File: src/periph_port_pkg.sv
// constants for the peripheral port timing block
package periph_port_pkg;
	// configuration register index and layout
	localparam logic [7:0] CFG_INDEX     = 8'h19;
	localparam logic [7:0] CFG_RESET     = 8'h00;
	localparam logic [7:0] CFG_WMASK     = 8'h3F; // bits 7:6 reserved, read as zero
	localparam int         BIT_WIDE      = 0;     // 16-bit data bus
	localparam int         BIT_TERM      = 1;     // terminate on acknowledge edge
	localparam int         BIT_ADDR_DLY  = 2;     // address to select delay
	localparam int         BIT_RDY_DLY   = 3;     // strobe to first ready sample
	localparam int         BIT_SEL_DLY   = 4;     // select to strobe delay
	localparam int         BIT_MIN_STRB  = 5;     // minimum strobe width
	// delays in clocks
	localparam logic [2:0] DLY_SHORT     = 3'h1;
	localparam logic [2:0] DLY_LONG      = 3'h2;
	localparam logic [2:0] STRB_MIN_SHORT = 3'h2;
	localparam logic [2:0] STRB_MIN_LONG  = 3'h4;
	localparam logic [2:0] CNT_MAX       = 3'h7;
	// power-up straps
	localparam logic [2:0] STRAP_ENABLE  = 3'h7;
	localparam logic [1:0] STRAP_SETTLE  = 2'h2;
	// bus widths
	localparam int         BUS_W         = 16;
	localparam int         BYTE_W        = 8;
	localparam logic [15:0] LOW_BYTE_MASK = 16'h00FF;
	localparam logic [15:0] FULL_MASK     = 16'hFFFF;

	typedef enum logic [1:0] {
		S_IDLE   = 2'b00,
		S_ADDR   = 2'b01,
		S_SEL    = 2'b10,
		S_STROBE = 2'b11
	} cyc_state_t;
endpackage : periph_port_pkg

File: src/periph_port_timing.sv
// peripheral port cycle sequencer with its timing configuration register
`timescale 1ns/1ps
`default_nettype none

module periph_port_timing #(
	parameter int ADDR_W = 16
) (
	// clock and reset
	input  wire logic              clk_sys,
	input  wire logic              rst_b,
	// configuration register port
	input  wire logic [7:0]        cfg_index,
	input  wire logic              cfg_write,
	input  wire logic [7:0]        cfg_wdata,
	output logic      [7:0]        cfg_rdata,
	// pixel bus extension enable from the memory controls
	input  wire logic              pixel_bus16_en,
	// power-up straps
	input  wire logic              port_enable_strap_a,
	input  wire logic              port_enable_strap_b,
	input  wire logic              port_enable_strap_c,
	// request side
	input  wire logic              req_valid,
	input  wire logic              req_write,
	input  wire logic [ADDR_W-1:0] req_addr,
	input  wire logic [15:0]       req_wdata,
	output logic                   req_ready,
	output logic                   rsp_valid,
	output logic      [15:0]       rsp_rdata,
	output logic                   port_enabled,
	// peripheral pins
	output logic      [ADDR_W-1:0] per_addr,
	output logic                   per_cs_n,
	output logic                   peripheral_read_strobe_n,
	output logic                   peripheral_write_strobe_n,
	output logic      [15:0]       per_data_out,
	output logic      [15:0]       per_data_oe,
	input  wire logic [15:0]       per_data_in,
	input  wire logic              ready_in,
	input  wire logic              data_acknowledge_in
);
	periph_port_pkg::cyc_state_t state_q;
	logic [7:0]        cfg_q, cfg_rdata_q, cyc_cfg_q;
	logic              cyc_wide_q, cyc_write_q, term_seen_q;
	logic [2:0]        cnt_q;
	logic [4:0]        sync1_q, sync2_q;
	logic              ack_old_q;
	logic [15:0]       data_s1_q, data_s2_q;
	logic [1:0]        strap_wait_q;
	logic              strap_done_q, port_en_q, req_ready_q, rsp_valid_q;
	logic [15:0]       rsp_rdata_q, data_out_q, data_oe_q;
	logic [ADDR_W-1:0] addr_q;
	logic              cs_n_q, rd_n_q, wr_n_q;
	logic              start, ready_s, ack_s, term_now, finish;
	logic [2:0]        addr_dly, sel_dly, rdy_dly, strb_min;
	logic [15:0]       lane_mask;

	// per-cycle timing picked from the copy taken at cycle start
	assign addr_dly  = cyc_cfg_q[periph_port_pkg::BIT_ADDR_DLY] ? periph_port_pkg::DLY_LONG
	                                                            : periph_port_pkg::DLY_SHORT;
	assign sel_dly   = cyc_cfg_q[periph_port_pkg::BIT_SEL_DLY] ? periph_port_pkg::DLY_LONG
	                                                           : periph_port_pkg::DLY_SHORT;
	assign rdy_dly   = cyc_cfg_q[periph_port_pkg::BIT_RDY_DLY] ? periph_port_pkg::DLY_LONG
	                                                           : periph_port_pkg::DLY_SHORT;
	assign strb_min  = cyc_cfg_q[periph_port_pkg::BIT_MIN_STRB] ? periph_port_pkg::STRB_MIN_LONG
	                                                            : periph_port_pkg::STRB_MIN_SHORT;
	assign lane_mask = cyc_wide_q ? periph_port_pkg::FULL_MASK : periph_port_pkg::LOW_BYTE_MASK;

	// termination detect and cycle end
	assign start    = req_valid && req_ready_q;
	assign ready_s  = sync2_q[0];
	assign ack_s    = sync2_q[1];
	assign term_now = cyc_cfg_q[periph_port_pkg::BIT_TERM] ? (ack_s && !ack_old_q)
	                                                       : (ready_s && (cnt_q >= rdy_dly));
	assign finish   = (state_q == periph_port_pkg::S_STROBE) && (term_seen_q || term_now)
	                  && (cnt_q >= strb_min);

	// two-flop synchronisers for ready, acknowledge, straps and data
	always_ff @(posedge clk_sys or negedge rst_b) begin
		if (!rst_b) begin
			sync1_q   <= '0;
			sync2_q   <= '0;
			ack_old_q <= 1'b0;
			data_s1_q <= '0;
			data_s2_q <= '0;
		end else begin
			sync1_q   <= {port_enable_strap_c, port_enable_strap_b, port_enable_strap_a,
			              data_acknowledge_in, ready_in};
			sync2_q   <= sync1_q;
			ack_old_q <= sync2_q[1];
			data_s1_q <= per_data_in;
			data_s2_q <= data_s1_q;
		end
	end

	// strap capture once the synchronisers have settled after reset
	always_ff @(posedge clk_sys or negedge rst_b) begin
		if (!rst_b) begin
			strap_wait_q <= '0;
			strap_done_q <= 1'b0;
			port_en_q    <= 1'b0;
		end else if (!strap_done_q) begin
			if (strap_wait_q == periph_port_pkg::STRAP_SETTLE) begin
				strap_done_q <= 1'b1;
				port_en_q    <= (sync2_q[4:2] == periph_port_pkg::STRAP_ENABLE);
			end else begin
				strap_wait_q <= strap_wait_q + 2'h1;
			end
		end
	end

	// configuration register write and readback
	always_ff @(posedge clk_sys or negedge rst_b) begin
		if (!rst_b) begin
			cfg_q       <= periph_port_pkg::CFG_RESET;
			cfg_rdata_q <= '0;
		end else begin
			if (cfg_write && cfg_index == periph_port_pkg::CFG_INDEX)
				cfg_q <= cfg_wdata & periph_port_pkg::CFG_WMASK;
			cfg_rdata_q <= (cfg_index == periph_port_pkg::CFG_INDEX) ? cfg_q : '0;
		end
	end

	// request handshake
	always_ff @(posedge clk_sys or negedge rst_b) begin
		if (!rst_b) begin
			req_ready_q <= 1'b0;
		end else if (start || state_q != periph_port_pkg::S_IDLE) begin
			req_ready_q <= 1'b0;
		end else begin
			req_ready_q <= port_en_q;
		end
	end

	// cycle sequencer
	always_ff @(posedge clk_sys or negedge rst_b) begin
		if (!rst_b) begin
			state_q     <= periph_port_pkg::S_IDLE;
			cnt_q       <= '0;
			term_seen_q <= 1'b0;
			cyc_cfg_q   <= periph_port_pkg::CFG_RESET;
			cyc_wide_q  <= 1'b0;
			cyc_write_q <= 1'b0;
		end else begin
			unique case (state_q)
				periph_port_pkg::S_IDLE: begin
					term_seen_q <= 1'b0;
					if (start) begin
						state_q     <= periph_port_pkg::S_ADDR;
						cnt_q       <= periph_port_pkg::DLY_SHORT;
						cyc_cfg_q   <= cfg_q;
						cyc_wide_q  <= cfg_q[periph_port_pkg::BIT_WIDE] && !pixel_bus16_en;
						cyc_write_q <= req_write;
					end
				end
				periph_port_pkg::S_ADDR: begin
					if (cnt_q == addr_dly) begin
						state_q <= periph_port_pkg::S_SEL;
						cnt_q   <= periph_port_pkg::DLY_SHORT;
					end else begin
						cnt_q <= cnt_q + 3'h1;
					end
				end
				periph_port_pkg::S_SEL: begin
					if (cnt_q == sel_dly) begin
						state_q <= periph_port_pkg::S_STROBE;
						cnt_q   <= periph_port_pkg::DLY_SHORT;
					end else begin
						cnt_q <= cnt_q + 3'h1;
					end
				end
				periph_port_pkg::S_STROBE: begin
					if (term_now)
						term_seen_q <= 1'b1;
					if (finish)
						state_q <= periph_port_pkg::S_IDLE;
					if (cnt_q != periph_port_pkg::CNT_MAX)
						cnt_q <= cnt_q + 3'h1;
				end
			endcase
		end
	end

	// pin drivers: address, select, strobes and write data
	always_ff @(posedge clk_sys or negedge rst_b) begin
		if (!rst_b) begin
			addr_q     <= '0;
			cs_n_q     <= 1'b1;
			rd_n_q     <= 1'b1;
			wr_n_q     <= 1'b1;
			data_out_q <= '0;
			data_oe_q  <= '0;
		end else begin
			if (start) begin
				addr_q     <= req_addr;
				data_out_q <= req_wdata;
			end
			if (state_q == periph_port_pkg::S_ADDR && cnt_q == addr_dly)
				cs_n_q <= 1'b0;
			if (state_q == periph_port_pkg::S_SEL && cnt_q == sel_dly) begin
				rd_n_q <= cyc_write_q;
				wr_n_q <= !cyc_write_q;
			end
			if (finish) begin
				cs_n_q <= 1'b1;
				rd_n_q <= 1'b1;
				wr_n_q <= 1'b1;
			end
			if (state_q == periph_port_pkg::S_ADDR && cyc_write_q)
				data_oe_q <= lane_mask;
			else if (finish || state_q == periph_port_pkg::S_IDLE)
				data_oe_q <= '0;
		end
	end

	// response capture at cycle end
	always_ff @(posedge clk_sys or negedge rst_b) begin
		if (!rst_b) begin
			rsp_valid_q <= 1'b0;
			rsp_rdata_q <= '0;
		end else begin
			rsp_valid_q <= finish;
			if (finish && !cyc_write_q)
				rsp_rdata_q <= data_s2_q & lane_mask;
		end
	end

	assign cfg_rdata                 = cfg_rdata_q;
	assign req_ready                 = req_ready_q;
	assign rsp_valid                 = rsp_valid_q;
	assign rsp_rdata                 = rsp_rdata_q;
	assign port_enabled              = port_en_q;
	assign per_addr                  = addr_q;
	assign per_cs_n                  = cs_n_q;
	assign peripheral_read_strobe_n  = rd_n_q;
	assign peripheral_write_strobe_n = wr_n_q;
	assign per_data_out              = data_out_q;
	assign per_data_oe               = data_oe_q;

	// checks on the generated cycle timing
	localparam int BUS_HI = periph_port_pkg::BUS_W - 1;
	logic strb_n;
	assign strb_n = rd_n_q && wr_n_q;

	select_delay_a: assert property (@(posedge clk_sys) disable iff (!rst_b)
		start && !cfg_q[periph_port_pkg::BIT_ADDR_DLY] |=> cs_n_q ##1 !cs_n_q)
		else $error("select not one clock after address");
	select_delay_long_a: assert property (@(posedge clk_sys) disable iff (!rst_b)
		start && cfg_q[periph_port_pkg::BIT_ADDR_DLY] |=> cs_n_q[*2] ##1 !cs_n_q)
		else $error("select not two clocks after address");
	strobe_delay_a: assert property (@(posedge clk_sys) disable iff (!rst_b)
		$fell(cs_n_q) && !cyc_cfg_q[periph_port_pkg::BIT_SEL_DLY] |-> strb_n ##1 !strb_n)
		else $error("strobe not one clock after select");
	strobe_delay_long_a: assert property (@(posedge clk_sys) disable iff (!rst_b)
		$fell(cs_n_q) && cyc_cfg_q[periph_port_pkg::BIT_SEL_DLY] |-> strb_n[*2] ##1 !strb_n)
		else $error("strobe not two clocks after select");
	strobe_width_a: assert property (@(posedge clk_sys) disable iff (!rst_b)
		$fell(strb_n) && !cyc_cfg_q[periph_port_pkg::BIT_MIN_STRB] |-> !strb_n[*2])
		else $error("strobe shorter than two clocks");
	strobe_width_long_a: assert property (@(posedge clk_sys) disable iff (!rst_b)
		$fell(strb_n) && cyc_cfg_q[periph_port_pkg::BIT_MIN_STRB] |-> !strb_n[*4])
		else $error("strobe shorter than four clocks");
	ready_sample_a: assert property (@(posedge clk_sys) disable iff (!rst_b)
		$fell(strb_n) && !cyc_cfg_q[periph_port_pkg::BIT_TERM]
		&& cyc_cfg_q[periph_port_pkg::BIT_RDY_DLY] |-> !term_now)
		else $error("ready sampled before the set delay");
	end_cause_a: assert property (@(posedge clk_sys) disable iff (!rst_b)
		$rose(strb_n) |-> $rose(cs_n_q) && $past(term_seen_q || term_now))
		else $error("cycle ended without termination");
	lane_width_a: assert property (@(posedge clk_sys) disable iff (!rst_b)
		!cyc_wide_q |-> data_oe_q[BUS_HI:periph_port_pkg::BYTE_W] == '0)
		else $error("upper byte driven on narrow bus");
	pixel_conflict_a: assert property (@(posedge clk_sys) disable iff (!rst_b)
		start && pixel_bus16_en |=> !cyc_wide_q)
		else $error("wide port used with pixel bus");
	port_disabled_a: assert property (@(posedge clk_sys) disable iff (!rst_b)
		strap_done_q && !port_en_q |-> cs_n_q && !req_ready_q)
		else $error("disabled port ran a cycle");

	write_cycle_c: cover property (@(posedge clk_sys) disable iff (!rst_b) start && req_write ##[1:40] rsp_valid_q);
	read_cycle_c: cover property (@(posedge clk_sys) disable iff (!rst_b) start && !req_write ##[1:40] rsp_valid_q);
	ack_end_c: cover property (@(posedge clk_sys) disable iff (!rst_b)
		cyc_cfg_q[periph_port_pkg::BIT_TERM] && finish);
endmodule : periph_port_timing

`default_nettype wire

File: config.mk
export PLATFORM = sky130hd
export DESIGN_NAME = periph_port_timing
export DESIGN_NICKNAME = d
export VERILOG_FILES = /design/src/periph_port_pkg.sv /design/src/periph_port_timing.sv
export SDC_FILE = /design/constraint.sdc
export NUM_CORES = 1
export LEC_CHECK = 0
export BUFFER_PORTS_ARGS = -buffer_cell sky130_fd_sc_hd__buf_2
export CORE_ASPECT_RATIO = 1.25
export CORE_UTILIZATION = 54
export CTS_CLUSTER_DIAMETER = 100
export DETAILED_ROUTE_END_ITERATION = 7
export HOLD_SLACK_MARGIN = 0.05
export PLACE_DENSITY = 0.88
export SETUP_SLACK_MARGIN = 0.1
export SKIP_CTS_REPAIR_TIMING = 1
export SYNTH_ARGS = -nofsm -noshare
export SYNTH_HDL_FRONTEND = slang
export SYNTH_SLANG_ARGS = --single-unit
File: constraint.sdc
create_clock -name clk_sys -period 4.4 [get_ports clk_sys]
set_input_delay 0.44 -clock clk_sys [delete_from_list [all_inputs] [get_ports clk_sys]]
set_output_delay 0.44 -clock clk_sys [all_outputs]
set_load 0.05 [all_outputs]
# After elaboration in Yosys (flattened, before gate mapping)
# Cells that the tools add are included.
[word_totals]
regBits = 142
in_bits = 75
wordCells = 106
[classes]
add_sub_neg = 2
magnitude_cmp = 2
eq_ne = 15
n_mux = 30
bitwise_logic = 3
reduce_logical = 29
[op_table]
columns = ["operator", "count"]
rows = [
  ["$mux W16", 3],
  ["$and A16 B16 Y16", 1],
  ["$mux W3", 5],
  ["$mux W2", 7],
  ["$pmux W3 S4", 1],
  ["$logic_and A1 B1 Y1", 11],
  ["$mux W1", 11],
  ["$ne A2 B2 Y1 const B", 5],
  ["$reduce_and A2 Y1", 5],
  ["$reduce_bool A2 Y1", 5],
  ["$eq A8 B5 Y1 const B", 1],
  ["$pmux W2 S4", 1],
  ["$eq A2 B2 Y1 const B", 3],
  ["$eq A3 B2 Y1", 2],
  ["$mux W6", 1],
  ["$reduce_and A4 Y1", 1],
  ["$add A3 B1 Y3 const B", 1],
  ["$eq A3 B3 Y1 const B", 1],
  ["$ge A3 B2 Y1", 1],
  ["$ge A3 B3 Y1", 1],
  ["$logic_not A1 Y1", 3],
  ["$logic_or A1 B1 Y1", 3],
  ["$ne A3 B3 Y1 const B", 1],
  ["$add A2 B1 Y2 const B", 1],
  ["other kinds (5)", 6],
]

# Logic depth before layout (Yosys ltp)
[depth]
word_depth = 10
mapped_depth = 9
depth_no_buf = 7

# Worst setup path before layout
# No wires, ideal clock.
[synth_timing]
path_type = "reg2reg"
startpoint = "register cnt_q[0]"
endpoint = "register rsp_rdata_q[6] (netlist: rsp_rdata[6])"
setup_time_ps = 125
arrival_ps = 2012
setup_slack_ps = 2263
path_stages_with_launch = 10
n_path_buf = 2
period_less_slack_ps = 2137
cell_sequence = "dfrtp_1 inv_1 ha_1 nand2b_1 a211oi_2 o32ai_1 and3b_1 buf_6 buf_6 mux2_2"
[synth_between]
elab_chain_len = 7
word_cells_on_any_way = 8
classes_between = "order compare: 2; mux: 1; reduce/logical: 5"
[synth_rtl]
columns = ["item", "line", "source"]
rows = [
  ["from (decl)", "periph_port_timing.sv:45", "logic [2:0] cnt_q;"],
  ["from (signal assigned)", "periph_port_timing.sv:150", "cnt_q <= periph_port_pkg::DLY_SHORT;"],
  ["from (signal assigned)", "periph_port_timing.sv:159", "cnt_q <= periph_port_pkg::DLY_SHORT;"],
  ["from (signal assigned)", "periph_port_timing.sv:161", "cnt_q <= cnt_q + 3'h1;"],
  ["$ge A3 B2 Y1", "periph_port_timing.sv:74", ": (ready_s && (cnt_q >= rdy_dly));"],
  ["$logic_and A1 B1 Y1", "periph_port_timing.sv:74", ""],
  ["$mux W1", "periph_port_timing.sv:73", "assign term_now = cyc_cfg_q[periph_port_pkg::BIT_TERM] ? (ack_s && !ack_old_q)"],
  ["$logic_or A1 B1 Y1", "periph_port_timing.sv:75", "assign finish = (state_q == periph_port_pkg::S_STROBE) && (term_seen_q || term_now)"],
  ["$logic_and A1 B1 Y1", "periph_port_timing.sv:75", ""],
  ["$logic_and A1 B1 Y1 *", "periph_port_timing.sv:76", "&& (cnt_q >= strb_min);"],
  ["$logic_and A1 B1 Y1 *", "periph_port_timing.sv:223", "if (finish && !cyc_write_q)"],
  ["to (signal assigned)", "periph_port_timing.sv:224", "rsp_rdata_q <= data_s2_q & lane_mask;"],
  ["to (decl)", "periph_port_timing.sv:51", "logic [15:0] rsp_rdata_q, data_out_q, data_oe_q;"],
]
# Every way passes the cells marked *; elsewhere a longest branch is shown, timed or not.
# A chain may end at the register's enable or synchronous reset.

# Worst setup path after layout
[layout_timing]
startpoint = "register cnt_q[0]"
endpoint = "register rsp_rdata_q[3] (netlist: rsp_rdata[3])"
# The elaborated chain is that of the path after synthesis.

==> impl_metrics.py <==
metrics = {
    "synth": {
        "yosysWarnings": 0,
        "ys_ff_latch": 127,
        "yosysMostFrequentCell": "dfrtp_1",
        "synthCells": 320,
        "yosys.cell_types.count": 41,
        "syn_area_per_cell_um2": 14.8,
        "syn_area_mm2": 0.00472,
        "postSynth.asyncResetShare_pct": 100,
        "synth-edff-count": 0,
        "synth_common_cells": "dfrtp_1, mux2_2, inv_1, nand2_1, buf_4",
        "yosysTopAreaCellShare_pct": 65.7,
        "synth_area_leaders": "dfrtp_1, mux2_2, ha_1",
        "synth_ff_type": "dfrtp_1",
        "seq_area_frac_synth_pct": 67.3,
        "yosys.area.top_type": "dfrtp_1",
    },
    "global_route": {
        "grt_max_degree": 90,
        "grt.total_usage_pct": 22.1,
        "antenna_found_initial": 0,
        "overflow": 0,
        "grt_pass1_vias": 3191,
        "grt_pass1_wl_um": 14900,
    },
    "worst_setup_path": {
        "crit_fanout": 16,
        "rrSetupSlack_ns": 1.53,
        "r2r_end": "rsp_rdata[3]$_DFFE_PN0P_",
        "crit_chain": "inv_1 > ha_1 > nand2b_1 > a211oi_2 > o32ai_1 > and3b_1 > mux2_2",
        "cp-end-kind": "flop",
        "crit_slowest_cell": "and3b_1",
        "r2r_start": "cnt_q[0]$_DFFE_PN0P_",
        "path_class": "reg -> reg",
        "arrival_ns": 3.27,
        "critPathMaxStageDelay_ns": 0.79,
        "critPathLaunchType": "flop",
        "r2r_cells": 7,
        "cp.required_ns": 4.80,
    },
    "clocking": {
        "clock_sinks": 127,
        "cts_buffer_depth": 2,
        "clk_pin_slew_worst_paths_ns": 0.06,
        "worstSkewPairLatency_ns": 0.51,
        "cts-root-buf": "clkbuf_8",
        "cts_htree_levels": 4,
        "tritoncts": "done",
        "cts_buffers": 17,
    },
    "die": {
        "core_region_area_mm2": 0.00838,
        "die_area_mm2": 0.00913,
        "start_util_pct": 56.4,
        "rows": 37,
        "die_h_um": 107,
        "ios": 153,
        "fp.dieW_um": 85.7,
    },
    "route": {
        "detail_route.vias_per_cell": 5.01,
        "drt_iter0_markers": 140,
        "drt-total-wl_um": 9790,
        "wl_per_cell_um": 15.9,
        "drcViolationCount": 0,
        "antenna_left": 0,
        "first_pass_iters": 4,
        "vias": 3084,
    },
    "sta": {
        "fmax_mhz": 348,
        "setup_viol": 0,
        "finalCritPeriodShare_pct": 65.2,
        "fin_crit_ns": 2.87,
        "maxSlewViolCount": 0,
        "slew_headroom_pct": 28.7,
        "fin_skew_ns": 0.00832,
        "hold_violations": 0,
        "rsz0062_at_grt": "false",
        "tightest_slew_ns": 1.07,
        "fin_tns_setup_ns": 0,
    },
    "cells_and_area": {
        "drive_gt1_share_pct": 49.1,
        "final_util_pct": 75.1,
        "area_delta_synth_final_pct": 33.2,
        "antenna_cells": 0,
        "layout.nets": 572,
    },
    "placement": {
        "place.gp.congestion": 0.744,
        "hpwl_um": 6160,
        "portBuffers": 148,
    },
    "outcome": {
        "outcome": "finished, final reports clean",
    },
    "power": {
        "p_per_area_mw_per_mm2": 751,
        "power_leakage_nw": 3.22,
        "ir_worst_vdd_mv": 0.574,
        "power.total_mw": 4.72,
    },
    "flow_run": {
        "cap_violations": 0,
    },
    "min_path": {
        "hp-class": "in -> async",
    },
}
==> cell families after synthesis <==
kind of cell,synth area share [%]
compound gates,3.92
xor+xnor,0.185
fa+ha+maj,2.91
buf+inv,5.16
flops,67.3
mux,14.6
other cells,0.0794
simple gates,5.83
==> sequential cells by signal (all words and copies together), names as in the netlist, 2 cells and up <==
signal        cells
cfg_q             6
cfg_rdata         6
cnt_q             3
cyc_cfg_q         5
data_s1_q        16
data_s2_q        16
per_addr         16
per_data_oe       2
per_data_out     16
rsp_rdata        16
state_q           2
strap_wait_q      2
sync1_q           5
sync2_q           5
==> how the worst max path moves through the flow <==
stage / start / endpoint / slack, ns
after detailed placement: cnt_q[0]$_DFFE_PN0P_ / rsp_rdata[3]$_DFFE_PN0P_ / 1.56
after floorplan: cnt_q[0]$_DFFE_PN0P_ / rsp_rdata[6]$_DFFE_PN0P_ / 2.26
after global placement: cnt_q[0]$_DFFE_PN0P_ / rsp_rdata[0]$_DFFE_PN0P_ / 1.70
final: cnt_q[0]$_DFFE_PN0P_ / rsp_rdata[3]$_DFFE_PN0P_ / 1.53
after global routing: cnt_q[0]$_DFFE_PN0P_ / rsp_rdata[7]$_DFFE_PN0P_ / 1.38
after CTS: cnt_q[0]$_DFFE_PN0P_ / rsp_rdata[3]$_DFFE_PN0P_ / 1.52
==> layout by cell type (no fill, tap or decap), types with 3 or more instances in the layout <==
cell type      netlist  layout
buf_4               16       3
nand2_1             17      17
dfrtp_1            124     124
bufinv_16            0       4
o31ai_1              3       3
clkinv_2             0       4
o21ai_0              6       6
inv_1               20      20
mux2_2              54      54
a22o_1               3       3
mux2i_1              8       8
buf_2                0     147
dlygate4sd3_1        0      21
clkbuf_16            0      16
clkinvlp_4           0       3
a21o_1               3       3
nor2_1               4       4
ha_1                11      11
nand2b_1             3       3
nand3_1              4       4
and2_1               7       7
dfstp_2              3       3
==> metal layers <==
metal	wire length [um]	part of all wire, %	GRT usage [%]
met5	0	0	0
met1	3630	37	24.0
met3	573	5.9	8.16
met4	185	1.9	10.2
met2	5400	55	38.4
==> report_power, final <==
part	leakage (nW)	switching [mW]	internal, mW
clock network	0.297	0.503	0.933
registers	1.58	0.158	1.44
logic	1.34	1.20	0.496
==> cell type report <==
class | instances | area (um^2)
multi-input combinational | 149 | 1300
tap | 117 | 146
clock buffer | 18 | 428
fill | 493 | 2090
timing repair buffer | 171 | 968
sequential | 127 | 3180
clock inverter | 14 | 189
inverter | 20 | 75.1
==> worst max-delay path, delay by kind of cell (launching register included) <==
family | cells | cell delay, ns
buffers and inverters | 1 | 0.08
adder cells (fa/ha/maj) | 1 | 0.27
flip-flops | 1 | 0.49
AND/OR/NAND/NOR | 2 | 0.90
multiplexers | 1 | 0.42
AO/OA/AOI/OAI | 2 | 0.60
==> per-stage QoR <==
| step | instance area [um^2] | std cells | hold slack [ns] | setup slack, ns |
|---|---|---|---|---|
| 2_1_floorplan | 4730 | 321 | 0.144 | 2.26 |
| 3_3_place_gp | 5460 | 563 | 0.332 | 1.70 |
| 3_5_place_dp | 5460 | 563 | 0.335 | 1.56 |
| 4_1_cts | 6080 | 595 | -0.00146 | 1.52 |
| 5_1_grt | 6290 | 616 | 0.133 | 1.38 |
| 6_report | 6290 | 616 | 0.116 | 1.53 |
Power figures use the tool's default switching activity.
